<file path="src/pkg/aer_map.svh">
`ifndef AER_MAP_SVH
`define AER_MAP_SVH
// ==========================================================
// clock and link timing
`define AER_CLK_HZ      40000000
`define AER_BAUD        9600
`define AER_WAIT_MS     100
`define AER_SETTLE_MS   50
// ==========================================================
// serial frame: start, 7 data, parity, stop
`define AER_DATA_BITS   7
`define AER_FRAME_BITS  10
`define AER_PARITY_IDX  8
`define AER_STOP_IDX    9
`define AER_MSG_CHARS   8
// ==========================================================
// message characters
`define AER_CH_P        7'h50
`define AER_CH_A        7'h41
`define AER_CH_PLUS     7'h2B
`define AER_CH_MINUS    7'h2D
`define AER_CH_ZERO     7'h30
`define AER_CH_NINE     7'h39
`define AER_CH_CR       7'h0D
// ==========================================================
// reset values
`define AER_POS_RESET   32'h0000_0000
`endif

</file>
<file path="src/pkg/aer_pkg.sv">
package aer_pkg;
   // ==========================================================
   // readout sequencer
   typedef enum logic [2:0] {
      AER_IDLE,
      AER_WAIT,
      AER_RECV,
      AER_SETTLE,
      AER_INCR
   } aer_state_e;

   // received character with its error mark in bit 7
   typedef logic [7:0] aer_char_t;
endpackage

</file>
<file path="src/verilog/aer_top.sv">
// Behaviour
// - request rises when run command turns on
// - request high starts absolute data reception
// - wait 100 ms, then await serial data
// - receive exactly eight characters, then finish
// - incremental counting about 50 ms after last
// - serial 9600 baud, 7E1 ASCII on phase A
// - position counts wrap modulo 2**POS_W
// - encoder position = revolutions*pulses + initial
// - present value = encoder position - setup pulses
// - origin command rising edge starts origin set
// - origin clears present, stores absolute setting
// - after origin set, save parameters to flash
// - origin accepted even with servo unlocked
// - stored settings readable, never writable by reads
`include "aer_map.svh"

module aer_top
   import aer_pkg::*;
#(
   parameter int POS_W      = 32,
   parameter int PPR_W      = 16,
   parameter int WAIT_CYC   = `AER_WAIT_MS * (`AER_CLK_HZ / 1000),
   parameter int SETTLE_CYC = `AER_SETTLE_MS * (`AER_CLK_HZ / 1000),
   parameter int BIT_CYC    = `AER_CLK_HZ / `AER_BAUD
) (
   input  wire logic             core_clk,
   input  wire logic             reset,
   input  wire logic             run_command,
   input  wire logic             phase_a,
   input  wire logic             phase_b,
   input  wire logic             origin_command,
   input  wire logic [PPR_W-1:0] pulses_per_rev,
   input  wire logic             unit_read_instruction,
   output logic                  absolute_data_request,
   output logic                  incremental_mode,
   output logic                  absolute_error,
   output logic signed [17:0]    revolution_count,
   output logic [POS_W-1:0]      encoder_position,
   output logic [POS_W-1:0]      present_value,
   output logic                  flash_save_request,
   output logic [POS_W-1:0]      read_data,
   output logic                  read_valid
);
   initial begin
      // position wraps modulo 2**POS_W, like the pulse counter itself
      if (POS_W < 18 || POS_W <= PPR_W || WAIT_CYC < 1 || SETTLE_CYC < 1 || BIT_CYC < 4)
         $error("aer_top: parameters out of range");
   end

   // ==========================================================
   // pin synchronisers
   logic a_meta, a_sync, a_prev;
   logic b_meta, b_sync, b_prev;

   always_ff @(posedge core_clk or posedge reset) begin
      if (reset) begin
         a_meta <= 1'b1;
         a_sync <= 1'b1;
         a_prev <= 1'b1;
         b_meta <= 1'b1;
         b_sync <= 1'b1;
         b_prev <= 1'b1;
      end else begin
         a_meta <= phase_a;
         a_sync <= a_meta;
         a_prev <= a_sync;
         b_meta <= phase_b;
         b_sync <= b_meta;
         b_prev <= b_sync;
      end
   end

   // ==========================================================
   // serial receiver on phase A
   logic        rx_busy;
   logic [31:0] rx_timer;
   logic [3:0]  rx_idx;
   logic [6:0]  rx_shift;
   logic        rx_par;
   logic        rx_bad;
   logic        rx_push;
   aer_char_t   rx_word;
   logic        buf_in_ready;
   logic        rx_overrun;
   logic        rx_listen;
   aer_state_e  state;

   always_ff @(posedge core_clk or posedge reset) begin
      if (reset) begin
         rx_busy  <= 1'b0;
         rx_timer <= '0;
         rx_idx   <= '0;
         rx_shift <= '0;
         rx_par   <= 1'b0;
         rx_bad   <= 1'b0;
         rx_push  <= 1'b0;
         rx_word  <= '0;
      end else begin
         rx_push <= 1'b0;
         if (!rx_listen) begin
            rx_busy <= 1'b0;                  // quadrature on phase a is no frame
         end else if (!rx_busy) begin
            if (a_prev && !a_sync) begin
               rx_busy  <= 1'b1;
               rx_timer <= 32'(BIT_CYC / 2);
               rx_idx   <= '0;
               rx_par   <= 1'b0;
               rx_bad   <= 1'b0;
            end
         end else if (rx_timer != '0) begin
            rx_timer <= rx_timer - 32'd1;
         end else begin
            rx_timer <= 32'(BIT_CYC - 1);
            rx_idx   <= rx_idx + 4'd1;
            if (rx_idx == 4'd0) begin
               if (a_sync)
                  rx_busy <= 1'b0;            // glitch, not a start bit
            end else if (rx_idx < 4'(`AER_PARITY_IDX)) begin
               rx_shift <= {a_sync, rx_shift[6:1]};
               rx_par   <= rx_par ^ a_sync;
            end else if (rx_idx == 4'(`AER_PARITY_IDX)) begin
               rx_bad <= rx_par ^ a_sync;              // even parity
            end else begin
               rx_busy <= 1'b0;
               rx_push <= 1'b1;
               rx_word <= {rx_bad | !a_sync, rx_shift}; // framing
            end
         end
      end
   end

   assign rx_overrun = rx_push && !buf_in_ready;
   // listen only around a request, so counting edges never leave it mid-frame
   assign rx_listen  = (state == AER_WAIT) || (state == AER_RECV);

   // ==========================================================
   // character buffer
   aer_char_t ch_word;
   logic      ch_valid;
   logic      ch_ready;
   logic      ch_take;

   aer_buffer #(
      .WIDTH ($bits(aer_char_t)),
      .DEPTH (2)
   ) u_buffer (
      .core_clk  (core_clk),
      .reset     (reset),
      .in_data   (rx_word),
      .in_valid  (rx_push),
      .in_ready  (buf_in_ready),
      .out_data  (ch_word),
      .out_valid (ch_valid),
      .out_ready (ch_ready)
   );

   // ==========================================================
   // sequencer
   aer_state_e  next_state;
   logic [31:0] seq_cnt;
   logic        run_prev;
   logic [2:0]  ch_idx;
   logic        last_char;
   logic        calc_pending;

   // parser stalls one cycle while the product is loaded
   assign ch_ready  = !calc_pending;
   assign ch_take   = ch_valid && ch_ready;
   assign last_char = ch_take && state == AER_RECV && ch_idx == 3'(`AER_MSG_CHARS - 1);

   always_comb begin
      next_state = state;
      unique case (state)
         AER_IDLE:
            if (run_command && !run_prev)
               next_state = AER_WAIT;
         AER_WAIT:
            if (seq_cnt == 32'(WAIT_CYC - 1))
               next_state = AER_RECV;
         AER_RECV:
            if (last_char)
               next_state = AER_SETTLE;
         AER_SETTLE:
            if (seq_cnt == 32'(SETTLE_CYC - 1))
               next_state = AER_INCR;
         AER_INCR:
            next_state = AER_INCR;
      endcase
      if (!run_command)
         next_state = AER_IDLE;
   end

   always_ff @(posedge core_clk or posedge reset) begin
      if (reset) begin
         state    <= AER_IDLE;
         seq_cnt  <= '0;
         run_prev <= 1'b0;
      end else begin
         state    <= next_state;
         run_prev <= run_command;
         seq_cnt  <= (next_state != state) ? '0 : seq_cnt + 32'd1;
      end
   end

   always_ff @(posedge core_clk or posedge reset) begin
      if (reset) begin
         absolute_data_request <= 1'b0;
         incremental_mode      <= 1'b0;
      end else begin
         absolute_data_request <= (next_state != AER_IDLE);
         incremental_mode      <= (next_state == AER_INCR);
      end
   end

   // ==========================================================
   // message parser
   logic [16:0] rev_mag;
   logic        rev_neg;
   logic        fmt_bad;

   function automatic logic is_digit(input logic [6:0] c);
      return c >= `AER_CH_ZERO && c <= `AER_CH_NINE;
   endfunction

   always_comb begin
      fmt_bad = 1'b0;
      if (ch_take && state == AER_RECV) begin
         unique case (ch_idx)
            3'd0: fmt_bad = ch_word[6:0] != `AER_CH_P && ch_word[6:0] != `AER_CH_A;
            3'd1: fmt_bad = ch_word[6:0] != `AER_CH_PLUS && ch_word[6:0] != `AER_CH_MINUS;
            3'd7: fmt_bad = ch_word[6:0] != `AER_CH_CR;
            default: fmt_bad = !is_digit(ch_word[6:0]);
         endcase
      end
   end

   always_ff @(posedge core_clk or posedge reset) begin
      if (reset) begin
         ch_idx  <= '0;
         rev_mag <= '0;
         rev_neg <= 1'b0;
      end else if (state != AER_RECV) begin
         ch_idx  <= '0;
         rev_mag <= '0;
      end else if (ch_take) begin
         ch_idx <= ch_idx + 3'd1;
         if (ch_idx == 3'd1)
            rev_neg <= ch_word[6:0] == `AER_CH_MINUS;  // 00000 is still zero
         else if (ch_idx >= 3'd2 && ch_idx <= 3'd6)
            rev_mag <= 17'((rev_mag << 3) + (rev_mag << 1)
                       + 17'(ch_word[3:0]));           // decimal digits
      end
   end

   // ==========================================================
   // error flag: a new fault wins over the clear at a new request
   always_ff @(posedge core_clk or posedge reset) begin
      if (reset)
         absolute_error <= 1'b0;
      else if (fmt_bad || rx_overrun
               || (ch_take && state == AER_RECV && ch_word[7]))
         absolute_error <= 1'b1;
      else if (state == AER_IDLE && next_state == AER_WAIT)
         absolute_error <= 1'b0;
   end

   // ==========================================================
   // position arithmetic
   logic [POS_W-1:0] setup_offset;
   logic [1:0]       quad_now;
   logic [1:0]       quad_old;
   logic [POS_W-1:0] quad_step;
   logic signed [POS_W-1:0] rev_product;
   logic signed [POS_W-1:0] ppr_wide;
   logic signed [POS_W-1:0] rev_wide;

   assign quad_now = {a_sync, b_sync};
   assign quad_old = {a_prev, b_prev};

   // x4 decoding; an illegal double jump is ignored
   always_comb begin
      quad_step = '0;
      unique case ({quad_old, quad_now})
         4'b0010, 4'b1011, 4'b1101, 4'b0100: quad_step = POS_W'(1);
         4'b0001, 4'b0111, 4'b1110, 4'b1000: quad_step = '1;
         default: quad_step = '0;
      endcase
   end

   // widen first: a product sized by its operands would lose the high part
   assign ppr_wide    = POS_W'(pulses_per_rev);
   assign rev_wide    = POS_W'(revolution_count);
   assign rev_product = ppr_wide * rev_wide;

   always_ff @(posedge core_clk or posedge reset) begin
      if (reset) begin
         revolution_count <= '0;
         calc_pending     <= 1'b0;
      end else begin
         calc_pending <= last_char;
         if (last_char)
            revolution_count <= rev_neg ? -$signed({1'b0, rev_mag})
                                        : $signed({1'b0, rev_mag});
      end
   end

   // initial pulses land during the settle window, so they add onto M*R
   always_ff @(posedge core_clk or posedge reset) begin
      if (reset)
         encoder_position <= `AER_POS_RESET;
      else if (calc_pending)
         encoder_position <= POS_W'(rev_product) + quad_step;
      else if (state == AER_SETTLE || state == AER_INCR)
         encoder_position <= encoder_position + quad_step;
   end

   // ==========================================================
   // absolute origin setting
   logic origin_prev;
   logic origin_edge;

   // taken in any servo state; this block has no lock gating
   assign origin_edge = origin_command && !origin_prev;

   always_ff @(posedge core_clk or posedge reset) begin
      if (reset) begin
         origin_prev        <= 1'b0;
         setup_offset       <= `AER_POS_RESET;
         flash_save_request <= 1'b0;
      end else begin
         origin_prev        <= origin_command;
         flash_save_request <= origin_edge;
         if (origin_edge)
            setup_offset <= encoder_position;
      end
   end

   always_ff @(posedge core_clk or posedge reset) begin
      if (reset)
         present_value <= `AER_POS_RESET;
      else if (origin_edge)
         present_value <= '0;
      else
         present_value <= encoder_position - setup_offset;
   end

   // ==========================================================
   // read-only view of the stored setting
   always_ff @(posedge core_clk or posedge reset) begin
      if (reset) begin
         read_data  <= `AER_POS_RESET;
         read_valid <= 1'b0;
      end else begin
         read_valid <= unit_read_instruction;
         if (unit_read_instruction)
            read_data <= setup_offset;
      end
   end
endmodule

</file>
<file path="src/verilog/aer_buffer.sv">
module aer_buffer #(
   parameter int WIDTH = 8,
   parameter int DEPTH = 2
) (
   input  wire logic             core_clk,
   input  wire logic             reset,
   input  wire logic [WIDTH-1:0] in_data,
   input  wire logic             in_valid,
   output logic                  in_ready,
   output logic      [WIDTH-1:0] out_data,
   output logic                  out_valid,
   input  wire logic             out_ready
);
   localparam int AW = (DEPTH > 1) ? $clog2(DEPTH) : 1;

   initial begin
      if (DEPTH < 2 || (DEPTH & (DEPTH - 1)) != 0)
         $error("aer_buffer: DEPTH must be a power of two, at least 2");
   end

   logic [WIDTH-1:0] mem [DEPTH];
   logic [AW-1:0]    wr_ptr;
   logic [AW-1:0]    rd_ptr;
   logic [AW:0]      count;
   logic             push;
   logic             pop;

   assign push = in_valid && in_ready;
   assign pop  = out_valid && out_ready;

   // ==========================================================
   // storage and pointers
   always_ff @(posedge core_clk) begin
      if (push)
         mem[wr_ptr] <= in_data;
   end

   always_ff @(posedge core_clk or posedge reset) begin
      if (reset) begin
         wr_ptr <= '0;
         rd_ptr <= '0;
         count  <= '0;
      end else begin
         if (push)
            wr_ptr <= wr_ptr + AW'(1);
         if (pop)
            rd_ptr <= rd_ptr + AW'(1);
         count <= count + (AW+1)'(push) - (AW+1)'(pop);
      end
   end

   // ==========================================================
   // flags; ready drops only when truly full
   assign in_ready  = (count != (AW+1)'(DEPTH));
   assign out_valid = (count != '0);
   assign out_data  = mem[rd_ptr];
endmodule

</file>
<file path="config.mk">
export PLATFORM = sky130hd
export DESIGN_NAME = aer_top
export DESIGN_NICKNAME = d
export VERILOG_FILES = /design/src/pkg/aer_pkg.sv /design/src/verilog/aer_top.sv /design/src/verilog/aer_buffer.sv
export VERILOG_INCLUDE_DIRS = /design/src /design/src/pkg
export SDC_FILE = /design/constraint.sdc
export NUM_CORES = 2
export LEC_CHECK = 0
export BUFFER_PORTS_ARGS = -buffer_cell sky130_fd_sc_hd__buf_2
export CORE_MARGIN = 3
export CORE_UTILIZATION = 30
export CTS_CLUSTER_DIAMETER = 80
export CTS_CLUSTER_SIZE = 12
export DETAILED_ROUTE_END_ITERATION = 12
export GPL_TIMING_DRIVEN = 0
export PLACE_DENSITY = 0.41
export SYNTH_ARGS = -nofsm -noshare
export SYNTH_HDL_FRONTEND = slang
export SYNTH_HIERARCHICAL = 1
export SYNTH_SLANG_ARGS = --single-unit
</file>
<file path="constraint.sdc">
create_clock -name core_clk -period 8.7 [get_ports core_clk]
set_clock_uncertainty 0.1 [all_clocks]
set_input_delay 0.435 -clock core_clk [delete_from_list [all_inputs] [get_ports core_clk]]
set_output_delay 0.435 -clock core_clk [all_outputs]
set_load 0.02 [all_outputs]
</file>
==> flow_summary.toml <==
[clock_network]
cts_num_sinks = 291
clk_pin_slew_worst_paths_ns = 0.07
clock_latency_ns = 0.61
cts_made_buffers = 31
cts_root_buf = "clkbuf_16"
ctsLongestPathBuffers = 3
ctsHtreeMaxLevel = 1
cts_tree = "built"

[sta]
max-slew-margin-rel_pct = 33.5
drv_slew = 0
setup_viol = 0
holdWs_ns = 0.260
hold_viol_final = 0
period_needed_ns = 8.38
max_slew.worst_pin.slew_ns = 0.997
max_clock_freq_mhz = 119
finalCritPeriodShare_pct = 96.4
rsz0062_at_grt = "false"

[detailed_routing]
dr.pass1.iters = 5
drtIter0Drc = 1022
vias = 20800
wl_mm = 80.1
ant_nets = 0
drt-vias-per-instance = 4.84
remaining_drc_errors = 0
wl_per_cell_um = 18.7

[global_routing]
grt_usage_pct = 16.9
antenna_found_initial = 4
grt_pass1_vias = 21500
globalRouteOverflowTotal = 0
grt_max_degree = 122
grt_pass1_wl_mm = 125

[logic_synthesis]
ys_seq_area_share_pct = 27.0
yosys_register_bits = 291
netlist_top_cells_area = "dfrtp_1 25%, fa_1 22%, ha_1 8.6%"
synthArstFlopShare_pct = 94.5
syn_area_um2 = 27300
synth.most_common_cell = "inv_1"
ys_warn_count = 6
synth_ff_type = "dfrtp_1"
yosysTopAreaCell = "dfrtp_1"
synth_common_cells = "465 x inv_1, 306 x nand2_1, 295 x fa_1"
netlist_instances = 2917
synth_edf_count = 16
synth_nets = 3423
avgSynthCellArea_um2 = 9.37
synth.distinct_cells = 100
synth_top_area_share_pct = 24.6

[worst_setup_path]
worstSetupEndpointType = "flip-flop"
crit_chain = "inv_1 -> ha_1 -> mux4_4 -> clkinvlp_4 -> fa_1 -> fa_1 -> clkinvlp_4 -> fa_1 -> fa_1 -> inv_1 -> fa_1 -> inv_1 -> ha_1 -> inv_1 -> nor3_2 -> and4_1 -> a2111oi_0 -> nor3_2 -> a31oi_1 -> nor3b_1 -> a31oi_1 -> o211ai_1"
cp_top_family = "adder cells"
path_class = "reg -> reg"
cp-start-kind = "flip-flop"
cp_max_fo = 21
cp_num_buf_inv = 6
crit_arrival_ns = 8.74
critical-path-max-stage-delay_ns = 0.89
critPathMostFrequentCell = "fa_1"
critical_path.slowest_cell = "mux4_4"
rrSetupSlack_ns = 0.32
required_ns = 9.06

[pwr]
powerDensity_nw_per_um2 = 127
p_total_w = 0.00388
ir_worst_vdd_uv = 160
leakage_nw = 14.6

[placed_design]
gp_congestion = 0.822
place_hpwl_mm = 63.0
port_buffers = 138
placed_cell_area_um2 = 29600

[run]
drv_cap = 0

[floorplanning]
die_h_um = 308
fp.dieArea_um2 = 94800
fp.dieW_um = 308
initial_core_util_pct = 30.3
num_rows = 110
io_pins = 142
fp.coreArea_um2 = 90100

[cells_and_area]
fin_area_um2 = 30600
ff_latch_area_um2 = 7370
multiInputGateArea_um2 = 17900
antenna_cells = 0
postLayoutCoreUtil_pct = 33.9
syn2layout_area_growth_pct = 11.8
fill_cells = 9240
drive_above_1_share_pct = 9.44
nets = 3606

[status]
status = "completed"

[worst_hold_path]
hold_path.class = "in -> async"
-- flip-flops by register name, indices dropped and copies added, names as in the netlist, 3 cells and up --
register,count
setup_offset,32
rx_shift,7
read_data,32
encoder_position,32
seq_cnt,32
present_value,32
u_buffer/mem,16
rx_idx,4
rx_word,8
rev_mag,17
rx_timer,32
revolution_count,18
state,3
ch_idx,3
-- where the power goes --
group	total, W	internal, W	switching [W]
Combinational	0.00107	0.000401	0.000673
Clock	0.00123	0.000656	0.000576
Sequential	0.00157	0.00149	0.0000838
-- placed cells by master, fill, tap and decap left out, types with 6 or more instances in the layout --
cell type        n
xor2_1          85
dfrtp_1        269
clkbuf_1        87
and3_1          13
o22ai_1          6
clkbuf_16       31
o31ai_1         14
o21ai_0        145
mux2_2          55
a31oi_1         15
nor4_1          14
xnor2_1         86
a211oi_1        26
fa_1           295
nand2b_1        19
a21oi_1        121
nor2_1         165
a21o_1          32
buf_2          144
or3_1           33
nand3_1         31
nand2_1        306
a22o_1           6
mux2i_1         12
inv_1          462
o21a_1          15
and2_1         178
ha_1           188
nor3_1          43
nor2b_1         14
dfstp_2          6
edfxtp_1        16
o21bai_1        10
nand4_1         17
dlygate4sd3_1    6
-- worst register-to-register path, cell delays in order, from the launching register on --
cell and delay (ns):
dfstp_2 0.62, inv_1 0.15, ha_1 0.30, mux4_4 0.89
clkinvlp_4 0.24, fa_1 0.55, fa_1 0.76, clkinvlp_4 0.37
fa_1 0.55, fa_1 0.55, inv_1 0.05, fa_1 0.48
inv_1 0.06, ha_1 0.38, inv_1 0.11, nor3_2 0.35
and4_1 0.34, a2111oi_0 0.16, nor3_2 0.35, a31oi_1 0.18
nor3b_1 0.21, a31oi_1 0.08, o211ai_1 0.42
-- worst paths after layout --
kind	startpoint	endpoint	cells after the start
max in group asynchronous	reset	read_data[18]	5
worst max-delay path	a_sync	encoder_position[31]	22
min in group core_clk	b_meta	b_sync	0
worst min register to register	b_meta	b_sync	0
worst min-delay path	reset	u_buffer/rd_ptr	3
worst max register to register	a_sync	encoder_position[31]	22
-- stage by stage --
stage                     setup TNS [ns]  cells  setup WS, ns
after global routing                   0   4292        0.0113
final                                  0   4292         0.315
after CTS                              0   4289        0.0468
after floorplan                        0   2917         0.708
after detailed placement          -0.361   4233        -0.320
after global placement           -764.45   4231         -2.93
-- what timing repair did --
item / CTS / global route
setup buffers: 0 / 3
resized for setup: 4 / 1
cloned: 1 / 0
hold buffers: 6 / 0
endpoints found under the hold margin: 50 / 0
pin swaps: 0 / 0
setup endpoints to repair: 2 / 2
-- cells by family after synthesis --
logic type,share of synthesized area [%]
simple gates,16.0
flops,27.0
compound gates,10.8
xor+xnor,5.48
mux,2.79
fa+ha+maj,30.2
buf+inv,7.80
-- layout make-up --
type	instances	share of cell area (%)
plain buffers	92	1.26
clock buffers	42	2.67
clock inverters	7	0.205
inverters	466	5.77
multi-input cells	2069	58.5
flip-flops and latches	291	24.1
well taps	1176	4.81
repair buffers	149	2.71
-- per-layer routing --
layer / track usage (%) / part of all wire, % / up-vias
met4: 3.73 / 2.3 / 0
met1: 23.2 / 46 / 10500
li1: - / - / 9825
met2: 28.9 / 49 / 356
met5: 0 / 0 / -
met3: 1.79 / 3.4 / 86
(Power assumes the default switching activity.)
